## config.mk

```make
export PLATFORM = sky130hd
export DESIGN_NAME = stream_receiver
export DESIGN_NICKNAME = d
export VERILOG_FILES = /design/src/core/stream_receiver_pkg.sv /design/src/core/stream_receiver.sv
export SDC_FILE = /design/constraint.sdc
export NUM_CORES = 2
export LEC_CHECK = 0
export BUFFER_PORTS_ARGS = -buffer_cell sky130_fd_sc_hd__clkbuf_2
export CAP_MARGIN = 5
export CORE_MARGIN = 4
export CORE_UTILIZATION = 57
export CTS_CLUSTER_DIAMETER = 80
export DETAILED_ROUTE_END_ITERATION = 6
export PLACE_DENSITY = 0.76
export RECOVER_POWER = 50
export SLEW_MARGIN = 0
export SYNTH_ARGS = -nofsm -noshare
export SYNTH_HDL_FRONTEND = slang
export SYNTH_SLANG_ARGS = --single-unit
```

## constraint.sdc

```tcl
create_clock -name clk -period 7.9 [get_ports clk]
set_clock_uncertainty 0.1 [all_clocks]
set_input_delay 0 -clock clk [delete_from_list [all_inputs] [get_ports clk]]
set_output_delay 0 -clock clk [all_outputs]
set_load 0.02 [all_outputs]
```

## src/core/stream_receiver_pkg.sv

```systemverilog
// Register map, field positions, reset values and types of the stream receiver.
// Assumes one system clock; the core synchronises all stream pins itself.
package stream_receiver_pkg;
  // Overview of operation
  // - Slave receiver, packets stored in 188-byte units
  // - One data line serial, eight lines parallel
  // - Data and qualifiers sampled on stream clock
  // - Input buffer 256 bytes: 32 entries, 64 bits
  // - Bytes packed into 32-bit words, big endian unless bit 13 set
  // - Control bit 0 enables receiver, off after reset
  // - Control bit 1: serial 0, parallel 1
  // - Control bit 4: serial MSB or LSB first
  // - Control bit 5: source edge, sample other
  // - Control bit 6: sync lasts byte or bit
  // - Control bit 7: sync input polarity
  // - Control bit 8: valid input polarity
  // - Control bit 9: error input polarity
  // - Control bit 10: accept or discard error packets
  // - Status bit 2 pending, write-one clear, bit 11 gates
  // - Control bit 13: big or little endian storage
  // - Status bit 1 overflow, sticky, write-one clear
  // - Status bit 0 packet error, sticky, write-one clear
  // - Data register read pops 64-deep word queue

  localparam logic [7:0]  OFS_CONTROL      = 8'h00;
  localparam logic [7:0]  OFS_STATUS       = 8'h04;
  localparam logic [7:0]  OFS_RXWORD       = 8'h08;

  localparam int          CTL_ENABLE       = 0;
  localparam int          CTL_MODE         = 1;
  localparam int          CTL_BIT_ORDER    = 4;
  localparam int          CTL_EDGE         = 5;
  localparam int          CTL_SYNC_LEN     = 6;
  localparam int          CTL_SYNC_POL     = 7;
  localparam int          CTL_VALID_POL    = 8;
  localparam int          CTL_ERR_POL      = 9;
  localparam int          CTL_ERR_POLICY   = 10;
  localparam int          CTL_IRQ_EN       = 11;
  localparam int          CTL_DRQ_EN       = 12;
  localparam int          CTL_BYTE_ORDER   = 13;

  localparam int          STS_PKT_ERR      = 0;
  localparam int          STS_OVERFLOW     = 1;
  localparam int          STS_PENDING      = 2;

  localparam logic [31:0] CONTROL_RESET    = 32'h0000_0000;
  localparam logic [31:0] CONTROL_MASK     = 32'h0000_3ff3;

  localparam int          PACKET_BYTES     = 188;
  localparam int          IBUF_ENTRIES_DEF = 32;
  localparam int          IBUF_WIDTH       = 64;
  localparam int          QUEUE_DEPTH_DEF  = 64;

  typedef struct packed {
    logic [7:0] data;
    logic       error;
    logic       valid;
    logic       sync;
    logic       clock;
  } stream_pins_t;

  typedef enum logic [1:0] {
    HUNT      = 2'b01,
    IN_PACKET = 2'b10
  } rx_state_t;
endpackage

```

## src/core/stream_receiver.sv

```systemverilog
// Transport stream receiver core: pin sampling, packet framing, buffers, registers.
// Assumes pins come from the source's clock domain and a register master on clk.
`timescale 1ns/100ps
module stream_receiver
  import stream_receiver_pkg::*;
#(
  parameter int IBUF_ENTRIES = IBUF_ENTRIES_DEF,
  parameter int QUEUE_DEPTH  = QUEUE_DEPTH_DEF
) (
  input  wire logic         clk,
  input  wire logic         sys_rst,
  input  wire logic [7:0]   reg_addr,
  input  wire logic [31:0]  reg_wdata,
  input  wire logic         reg_wr,
  input  wire logic         reg_rd,
  output logic      [31:0]  reg_rdata,
  input  wire stream_pins_t stream_in,
  output logic              irq,
  output logic              dma_request
);
  localparam int             IBW       = $clog2(IBUF_ENTRIES * 2) + 1;
  localparam int             QW        = $clog2(QUEUE_DEPTH) + 1;
  localparam logic [IBW-1:0] IB_WORDS  = IBW'(IBUF_ENTRIES * 2);
  localparam logic [QW-1:0]  Q_WORDS   = QW'(QUEUE_DEPTH);
  localparam logic [7:0]     LAST_BYTE = 8'(PACKET_BYTES - 1);

  // Pin synchronisers
  stream_pins_t pins_s1_r;
  stream_pins_t pins_s2_r;
  logic         sclk_prev_r;

  // Control and status
  logic [31:0]  ctrl_r;
  logic [31:0]  ctrl_nxt;
  logic         pend_r;
  logic         pend_nxt;
  logic         ovf_r;
  logic         ovf_nxt;
  logic         perr_r;
  logic         perr_nxt;
  logic [31:0]  rdata_nxt;
  logic         irq_nxt;
  logic         drq_nxt;
  logic         q_pop;
  logic         sts_wr;

  // Receiver
  rx_state_t    st_r;
  rx_state_t    st_nxt;
  logic [2:0]   bitcnt_r;
  logic [2:0]   bitcnt_nxt;
  logic [7:0]   shift_r;
  logic [7:0]   shift_nxt;
  logic         sync_prev_r;
  logic         sync_prev_nxt;
  logic [7:0]   bidx_r;
  logic [7:0]   bidx_nxt;
  logic [31:0]  word_r;
  logic [31:0]  word_nxt;
  logic         bad_r;
  logic         bad_nxt;
  logic         drop_r;
  logic         drop_nxt;
  logic         ev_commit;
  logic         ev_ovf;
  logic         ev_perr;

  // Input buffer and receive queue
  logic [IBUF_WIDTH-1:0] ibuf_r [IBUF_ENTRIES];
  logic [31:0]           q_r [QUEUE_DEPTH];
  logic [IBW-1:0]        wp_r;
  logic [IBW-1:0]        wp_nxt;
  logic [IBW-1:0]        sp_r;
  logic [IBW-1:0]        sp_nxt;
  logic [IBW-1:0]        cp_r;
  logic [IBW-1:0]        cp_nxt;
  logic [IBW-1:0]        rp_r;
  logic [IBW-1:0]        rp_nxt;
  logic [QW-1:0]         qw_r;
  logic [QW-1:0]         qw_nxt;
  logic [QW-1:0]         qr_r;
  logic [QW-1:0]         qr_nxt;
  logic                  ib_we;
  logic [31:0]           ib_wdata;
  logic                  q_we;
  logic [31:0]           ib_rword;
  logic                  q_empty;

  // Both stages always run so the link clock is seen even while disabled
  always_ff @(posedge clk) begin
    if (sys_rst) begin
      pins_s1_r   <= '0;
      pins_s2_r   <= '0;
      sclk_prev_r <= 1'b0;
    end else begin
      pins_s1_r   <= stream_in;
      pins_s2_r   <= pins_s1_r;
      sclk_prev_r <= pins_s2_r.clock;
    end
  end

  // Receiver, framing and buffer pointers
  always_comb begin
    logic       take;
    logic       sync_a;
    logic       valid_a;
    logic       err_a;
    logic       start;
    logic       got;
    logic       inpkt;
    logic       bad;
    logic       drop;
    logic [7:0] byte_v;
    logic [7:0] sh;
    logic [2:0] cnt;
    logic [1:0] lane;
    logic [7:0] idx;
    logic [IBW-1:0] wp;
    take    = 1'b0;
    sync_a  = 1'b0;
    valid_a = 1'b0;
    err_a   = 1'b0;
    start   = 1'b0;
    got     = 1'b0;
    byte_v  = 8'h00;
    sh      = 8'h00;
    cnt     = 3'h0;
    lane    = 2'h0;
    inpkt   = 1'b0;
    bad     = 1'b0;
    drop    = 1'b0;
    idx     = 8'h00;
    wp      = '0;
    st_nxt        = st_r;
    bitcnt_nxt    = bitcnt_r;
    shift_nxt     = shift_r;
    sync_prev_nxt = sync_prev_r;
    word_nxt      = word_r;
    cp_nxt        = cp_r;
    sp_nxt        = sp_r;
    ib_we         = 1'b0;
    ib_wdata      = 32'h0000_0000;
    ev_commit     = 1'b0;
    ev_ovf        = 1'b0;
    ev_perr       = 1'b0;
    // Data moves on one edge, so sample on the opposite one
    if (ctrl_r[CTL_EDGE]) begin
      take = pins_s2_r.clock & ~sclk_prev_r;
    end else begin
      take = ~pins_s2_r.clock & sclk_prev_r;
    end
    take    = take & ctrl_r[CTL_ENABLE];
    sync_a  = pins_s2_r.sync ^ ctrl_r[CTL_SYNC_POL];
    valid_a = pins_s2_r.valid ^ ctrl_r[CTL_VALID_POL];
    err_a   = pins_s2_r.error ^ ctrl_r[CTL_ERR_POL];
    if (take && valid_a) begin
      sync_prev_nxt = sync_a;
      if (ctrl_r[CTL_MODE]) begin
        start  = sync_a;
        got    = 1'b1;
        byte_v = pins_s2_r.data;
      end else begin
        // Byte-long sync would restart every bit, so only its onset counts
        start = sync_a & (ctrl_r[CTL_SYNC_LEN] | ~sync_prev_r);
        if (ctrl_r[CTL_BIT_ORDER]) begin
          sh = {pins_s2_r.data[0], shift_r[7:1]};
        end else begin
          sh = {shift_r[6:0], pins_s2_r.data[0]};
        end
        shift_nxt  = sh;
        cnt        = start ? 3'h0 : bitcnt_r;
        bitcnt_nxt = cnt + 3'h1;
        got        = (cnt == 3'h7);
        byte_v     = sh;
      end
    end
    // A new sync abandons any partial packet
    inpkt = start | (st_r == IN_PACKET);
    idx   = start ? 8'h00 : bidx_r;
    bad   = start ? 1'b0 : bad_r;
    drop  = start ? 1'b0 : drop_r;
    wp    = start ? sp_r : wp_r;
    if (start) begin
      st_nxt = IN_PACKET;
    end
    if (take && valid_a && inpkt) begin
      bad = bad | err_a;
    end
    if (got && inpkt) begin
      lane = ctrl_r[CTL_BYTE_ORDER] ? idx[1:0] : 2'h3 - idx[1:0];
      word_nxt[{lane, 3'b000} +: 8] = byte_v;
      if (idx[1:0] == 2'h3) begin
        if (IBW'(wp - rp_r) == IB_WORDS) begin
          drop   = 1'b1;
          ev_ovf = 1'b1;
        end else if (!drop) begin
          ib_we    = 1'b1;
          ib_wdata = word_nxt;
          wp       = wp + 1'b1;
        end
      end
      if (idx == LAST_BYTE) begin
        st_nxt  = HUNT;
        ev_perr = bad;
        if (drop || (bad && ctrl_r[CTL_ERR_POLICY])) begin
          wp = sp_r;
        end else begin
          cp_nxt    = wp;
          sp_nxt    = wp;
          ev_commit = 1'b1;
        end
      end
      idx = idx + 8'h01;
    end
    wp_nxt   = wp;
    bidx_nxt = idx;
    bad_nxt  = bad;
    drop_nxt = drop;
    // Disabling drops only the packet in flight; committed data stays
    if (!ctrl_r[CTL_ENABLE]) begin
      st_nxt     = HUNT;
      wp_nxt     = sp_r;
      bitcnt_nxt = 3'h0;
    end
  end

  // Mover from input buffer into the receive queue
  always_comb begin
    if (rp_r[0]) begin
      ib_rword = ibuf_r[rp_r[IBW-2:1]][63:32];
    end else begin
      ib_rword = ibuf_r[rp_r[IBW-2:1]][31:0];
    end
    q_empty = (qw_r == qr_r);
    q_we    = (rp_r != cp_r) && (QW'(qw_r - qr_r) != Q_WORDS);
    rp_nxt  = rp_r + IBW'(q_we);
    qw_nxt  = qw_r + QW'(q_we);
    qr_nxt  = qr_r + QW'(q_pop);
  end

  // Register slave; status set wins over a same-cycle clear
  always_comb begin
    q_pop     = 1'b0;
    rdata_nxt = 32'h0000_0000;
    sts_wr    = reg_wr && (reg_addr == OFS_STATUS);
    ctrl_nxt  = ctrl_r;
    if (reg_wr && (reg_addr == OFS_CONTROL)) begin
      ctrl_nxt = reg_wdata & CONTROL_MASK;
    end
    pend_nxt = ev_commit | (pend_r & ~(sts_wr & reg_wdata[STS_PENDING]));
    ovf_nxt  = ev_ovf | (ovf_r & ~(sts_wr & reg_wdata[STS_OVERFLOW]));
    perr_nxt = ev_perr | (perr_r & ~(sts_wr & reg_wdata[STS_PKT_ERR]));
    if (reg_rd) begin
      if (reg_addr == OFS_CONTROL) begin
        rdata_nxt = ctrl_r;
      end else if (reg_addr == OFS_STATUS) begin
        rdata_nxt = {29'h0, pend_r, ovf_r, perr_r};
      end else if (reg_addr == OFS_RXWORD && !q_empty) begin
        rdata_nxt = q_r[qr_r[QW-2:0]];
        q_pop     = 1'b1;
      end
    end
    irq_nxt = pend_r & ctrl_r[CTL_IRQ_EN];
    drq_nxt = ctrl_r[CTL_DRQ_EN] & ~q_empty;
  end

  always_ff @(posedge clk) begin
    if (sys_rst) begin
      ctrl_r      <= CONTROL_RESET;
      pend_r      <= 1'b0;
      ovf_r       <= 1'b0;
      perr_r      <= 1'b0;
      reg_rdata   <= 32'h0000_0000;
      irq         <= 1'b0;
      dma_request <= 1'b0;
      st_r        <= HUNT;
      bitcnt_r    <= 3'h0;
      shift_r     <= 8'h00;
      sync_prev_r <= 1'b0;
      bidx_r      <= 8'h00;
      word_r      <= 32'h0000_0000;
      bad_r       <= 1'b0;
      drop_r      <= 1'b0;
      wp_r        <= '0;
      sp_r        <= '0;
      cp_r        <= '0;
      rp_r        <= '0;
      qw_r        <= '0;
      qr_r        <= '0;
    end else begin
      ctrl_r      <= ctrl_nxt;
      pend_r      <= pend_nxt;
      ovf_r       <= ovf_nxt;
      perr_r      <= perr_nxt;
      reg_rdata   <= rdata_nxt;
      irq         <= irq_nxt;
      dma_request <= drq_nxt;
      st_r        <= st_nxt;
      bitcnt_r    <= bitcnt_nxt;
      shift_r     <= shift_nxt;
      sync_prev_r <= sync_prev_nxt;
      bidx_r      <= bidx_nxt;
      word_r      <= word_nxt;
      bad_r       <= bad_nxt;
      drop_r      <= drop_nxt;
      wp_r        <= wp_nxt;
      sp_r        <= sp_nxt;
      cp_r        <= cp_nxt;
      rp_r        <= rp_nxt;
      qw_r        <= qw_nxt;
      qr_r        <= qr_nxt;
    end
  end

  // Storage needs no reset; pointers guard every read
  always_ff @(posedge clk) begin
    if (ib_we) begin
      if (wp_r[0]) begin
        ibuf_r[wp_r[IBW-2:1]][63:32] <= ib_wdata;
      end else begin
        ibuf_r[wp_r[IBW-2:1]][31:0] <= ib_wdata;
      end
    end
    if (q_we) begin
      q_r[qw_r[QW-2:0]] <= ib_rword;
    end
  end
endmodule

```

After elaboration in Yosys (flattened, before gate mapping)
Memory sizes are Yosys's and may differ from the RTL's. A register that Yosys moved wholly into a read port is not among the register bits.
Index checks and enable logic that the tools add are counted.
{"block": "word_totals", "ff_bits": 172, "ram_bits": 4096, "in_bits": 56, "output_inout_bits": 34, "n_memories": 2}
{"name": "ibuf_r", "depth": 32, "word_bits": 64, "rd": 1, "rd_ports_with_merged_regs": 1, "wr": 1, "line_no": "stream_receiver.sv:69", "source": "logic [IBUF_WIDTH-1:0] ibuf_r [IBUF_ENTRIES];"}
{"name": "q_r", "depth": 64, "word_bits": 32, "rd": 1, "rd_ports_with_merged_regs": 1, "wr": 1, "line_no": "stream_receiver.sv:70", "source": "logic [31:0] q_r [QUEUE_DEPTH];"}
{"block": "op_classes", "addsub": 10, "n_eq_ne": 10, "n_shift": 2, "n_mux": 65, "bitwise": 33, "n_reduce_logical": 18}
{"op": "2-to-1 mux 32 bit", "count": 5}
{"op": "2-to-1 mux 7 bit", "count": 8}
{"op": "2-to-1 mux 14 bit", "count": 3}
{"op": "2-to-1 mux 8 bit", "count": 5}
{"op": "2-to-1 mux 1 bit", "count": 36}
{"op": "bitwise mux 32 bit", "count": 1}
{"op": "variable shift 8 x 7 -> 32 bit, first input constant", "count": 1}
{"op": "indexed part select 8 x 7 -> 32 bit", "count": 1}
{"op": "adder 7 x 1 -> 7 bit", "count": 3}
{"op": "subtractor 7 bit", "count": 2}
{"op": "bitwise AND 1 bit", "count": 12}
{"op": "NOT 1 bit", "count": 12}
{"op": "adder 8 x 1 -> 8 bit, second input constant", "count": 1}
{"op": "equality test 8 x 3 -> 1 bit, second input constant", "count": 1}
{"op": "equality test 8 x 4 -> 1 bit, second input constant", "count": 1}
{"op": "equality test 8 bit, second input constant", "count": 1}
{"op": "logical AND 1 bit", "count": 8}
{"op": "zero test 8 bit", "count": 1}
{"op": "2-to-1 mux 2 bit", "count": 4}
{"op": "adder 7 x 1 -> 7 bit, second input constant", "count": 1}
{"op": "equality test 7 bit", "count": 1}
{"op": "equality test 7 bit, second input constant", "count": 1}
{"op": "!= test 7 bit", "count": 1}
{"op": "!= test 7 bit, second input constant", "count": 1}
{"op": "other kinds (17)", "count": 27}

Logic depth before layout (Yosys ltp)
{"block": "logic_depth", "ltp_word": 17, "mapped_depth": 21, "ltp_nobuf": 15}

Least setup slack after synthesis
Ideal clock, no wire load.
{"block": "synth_timing", "path_type": "flip-flop to flip-flop", "start": "register ctrl_r[5]", "end": "memory ibuf_r[3][0], enable pin", "t_arrival_ps": 6844, "t_required_ps": 7298, "setup_slack_ps": 454, "path_stages_with_launch": 18, "path_cell_list": "dfxtp_1 -> and3b_1 -> o211a_1 -> buf_2 -> nand2_1 -> buf_1 -> mux2i_1 -> inv_1 -> ha_1 -> a21oi_1 -> a21boi_0 -> nor4_1 -> a211oi_1 -> o21ai_2 -> nand3_1 -> buf_2 -> buf_1 -> nor4_1"}
{"block": "synth_between", "elab_chain_cells": 12, "elab_cells_between_ends": 19}
{"item": "start, declared", "line_no": "stream_receiver.sv:33", "source": "logic [31:0] ctrl_r;"}
{"item": "start signal, assigned", "line_no": "stream_receiver.sv:291", "source": "ctrl_r <= ctrl_nxt;"}
{"item": "2-to-1 mux 1 bit (*)", "line_no": "stream_receiver.sv:147", "source": "if (ctrl_r[CTL_EDGE]) begin"}
{"item": "bitwise AND 1 bit (*)", "line_no": "stream_receiver.sv:152", "source": "take = take & ctrl_r[CTL_ENABLE];"}
{"item": "logical AND 1 bit (*)", "line_no": "stream_receiver.sv:156", "source": "if (take && valid_a) begin"}
{"item": "2-to-1 mux 1 bit", "line_no": "stream_receiver.sv:156"}
{"item": "2-to-1 mux 7 bit", "line_no": "stream_receiver.sv:182", "source": "wp = start ? sp_r : wp_r;"}
{"item": "subtractor 7 bit", "line_no": "stream_receiver.sv:193", "source": "if (IBW'(wp - rp_r) == IB_WORDS) begin"}
{"item": "equality test 7 bit", "line_no": "stream_receiver.sv:193"}
{"item": "2-to-1 mux 1 bit", "line_no": "stream_receiver.sv:193"}
{"item": "2-to-1 mux 1 bit", "line_no": "stream_receiver.sv:192", "source": "if (idx[1:0] == 2'h3) begin"}
{"item": "2-to-1 mux 1 bit (*)", "line_no": "stream_receiver.sv:189", "source": "if (got && inpkt) begin"}
{"item": "2-to-1 mux 1 bit (*)", "line_no": "stream_receiver.sv:317", "source": "if (ib_we) begin"}
{"item": "2-to-1 mux 1 bit (implied by the code) (*)", "line_no": "stream_receiver.sv:321", "source": "ibuf_r[wp_r[IBW-2:1]][31:0] <= ib_wdata;"}
{"item": "end, declared", "line_no": "stream_receiver.sv:69"}
Every way passes the cells marked *; elsewhere a longest branch is shown, timed or not.

==> impl_results.md <==
* Status: complete, but fails checks
* Failing checks: max-capacitance violations, max-slew violations
* Die area at around 300000 um^2
* DR DRC count at 0
* #FFs+latches synth at 4268
* Top Ports at 90
* Placed instance area at 170000 um^2
* Post-route setup TNS at 0 ps
* Slew Limit Fails at approximately 2200
* Least-Margin Pin Slew at about 4400 ps
* Hold Crit Class: in2reg
* Htree depth at 5
* Wire per inst at around 38 um
* Hold slack at about 150 ps
* Period utilization at 87.8%
* RSZ-0062 raised after global routing: no
* Fraction of layout cells with a size suffix above 1 at between 20% and 30%
* CP Max Fanout at 104
* Critical Path Start Type: flip-flop
* Top_reg_cell synth: edfxtp_1
* Synthesis-to-layout area growth at 12.1%
* Fillers at 17300
* Clock root cell: clkbuf_16
* Number of flops mapped to enable cells by yosys at 4096
* Die H at 544 um
* Vias in the first global route at ~83000
* Clock Latency Late Sink at ~940 ps
* Post-Synthesis Cells at about 6900
* Max Cap Viol at roughly 50
* Final worst slack at about 970 ps
* Cell taking the most area after synthesis: edfxtp_1
* CORE AREA at between 200000 and 300000 um^2
* Yosys cell types at 66
* Post-synth ARST share at 0%
* Antenna violations before repair at 42
* First-pass GRT wire length at just over 600000 um
* Clk slew on worst S/H paths at 60 ps
* Grt ovf at 0
* Largest net degree at the start of global routing at 148
* Synth Net Count at about 7000
* Setup Crit Path Kind: reg2reg
* Top cell type's share of synthesized area at 75.2%
* TritonCTS Buffers at around 390
* Crit end category: flip-flop
* Seq/Total Area, Yosys at between 70% and 80%
* Fin util at 64.3%
* YS warnings at 0
* Starting DRT DRC Count at 14700
* Iteration count of the initial detailed-routing pass at 6
* Worst vdd ir at 0.233 mV
* Total chip power at between 40 and 50 mW
* Cell Pwr Density at 239 nW/um^2
* TritonCTS clock tree: yes
* Vias at roughly 80000
* Placement Setup Slack at between 1000 and 1500 ps
* WP data arrival at 7120 ps
* # placed instances at 10600
* Setup repair bufs after CTS at 0
* Global placer's final weighted congestion at ~0.86
* Die width at 544 um
* Top cells by area, synth: edfxtp_1 75%, mux4_2 18%, dfxtp_1 2.1%
* Tmin final at 6930 ps
* Post-DP HPWL at 217000 um
* Multi-input logic area at 35900 um^2
* Worst relative slew slack at -193%
* Finished Cell Area at between 150000 and 200000 um^2
* Register Area at 126000 um^2
* Global Route Usage Sum at 29.8%
* Hold Fails Final Rpt at 0
* Nets at 7463
* Leakage at 46.6 nW
* Routed WL at roughly 440000 um
* Most frequent cell after synthesis: edfxtp_1
* Non-Filler Instances at 11500
* Initial Util at 57.3%
* Via density at 7.02
* Clk buf depth at 4
* WP data required at 8080 ps
* Commonest cells post-synth: 4096 x edfxtp_1, 1335 x mux4_2, 235 x clkbuf_1, 172 x dfxtp_1, 148 x nor2_1
* Netlist Area Pre-Place at around 160000 um^2
* Clock tree sinks at 4268
* Post-synthesis area per instance at around 24 um^2
* Final setup fails at 0
* Number of port buffers at 70
* Final ANT Viol Nets at 0
* Achievable frequency at 144 MHz
* Num rows at between 150 and 200
flip-flops by register name, summed over array words and instances (netlist names), 8 cells and up:
| register | flops |
|---|---|
| reg_rdata | 32 |
| bidx_r | 8 |
| pins_s1_r | 12 |
| ctrl_r | 12 |
| pins_s2_r | 12 |
| shift_r | 8 |
| word_r | 32 |
| ibuf_r | 2048 |
| q_r | 2048 |
repair_timing:
item                      CTS  global route
hold endpoints to repair  154             0
hold buffers              102             0
gates resized for setup     0             0
cell type report:
type	count	area share, %
repair buffers	456	1.82
clock buffers	508	5.76
diodes	33	0.0451
clock inverters	212	1.14
flip-flops and latches	4268	69.0
well taps	3762	2.57
multi-input cells	2233	19.6
inverters	29	0.0676
power by group:
group          switching, mW  internal, mW  total, mW
registers            0.00742          24.4       24.4
clock network           8.31          10.7       19.1
logic                  0.188         0.103      0.291
total                   8.50          35.3       43.8
per-layer routing:
metal | GRT usage (%) | vias up | wire length [um]
met2 | 48.2 | 6472 | 217000
met4 | 14.2 | 22 | 25500
li1 | - | 30600 | -
met1 | 39.4 | 42400 | 146000
met3 | 6.35 | 1220 | 49500
met5 | 0 | - | 376
cell usage in the layout, fill, tap and decap left out, drive strengths merged, types with 11 or more instances in the layout:
cell         count
nor2           148
xnor2           24
clkbuf         686
a21oi           80
dfxtp          172
and3            24
nand2          101
nor4            29
clkinv         156
diode           33
nor2b           72
o21ai           31
inv             37
ha              27
mux2i           17
a211oi          18
dlygate4sd3    102
nand4           13
mux4          1335
or3             12
buf            176
o22ai           13
and2            11
a22oi           35
edfxtp        4096
nor3           102
nand3           48
xor2            19
bufinv          40
kinds of logic after synthesis:
group           Yosys count  share of synthesized area, %
mux                    1355                          18.5
fa+ha+maj                27                         0.207
simple gates            585                          1.76
xor+xnor                 43                         0.230
buf+inv                 419                          1.05
flops                  4268                          77.4
compound gates          223                         0.882
worst paths after layout:
kind / start / to / slack [ps] / cells after the start
worst max-delay path: rp_r[1]$_SDFF_PP0_ / q_r[15][29]$_DFFE_PP_ / 970 / 6
worst min-delay path: reg_addr[3] / reg_rdata[1]$_SDFF_PP0_ / 150 / 5
worst max register to register: rp_r[1]$_SDFF_PP0_ / q_r[15][29]$_DFFE_PP_ / 970 / 6
worst min register to register: pins_s1_r[6]$_SDFF_PP0_ / pins_s2_r[6]$_SDFF_PP0_ / 310 / 1
critical path, cell delays in order, from the launching register on:
cell and delay (ps):
dfxtp_4 730, clkbuf_4 1670, buf_12 690, mux4_2 630, mux4_2 630, mux4_2 510, clkbuf_2 800
Power figures use the tool's default switching activity.
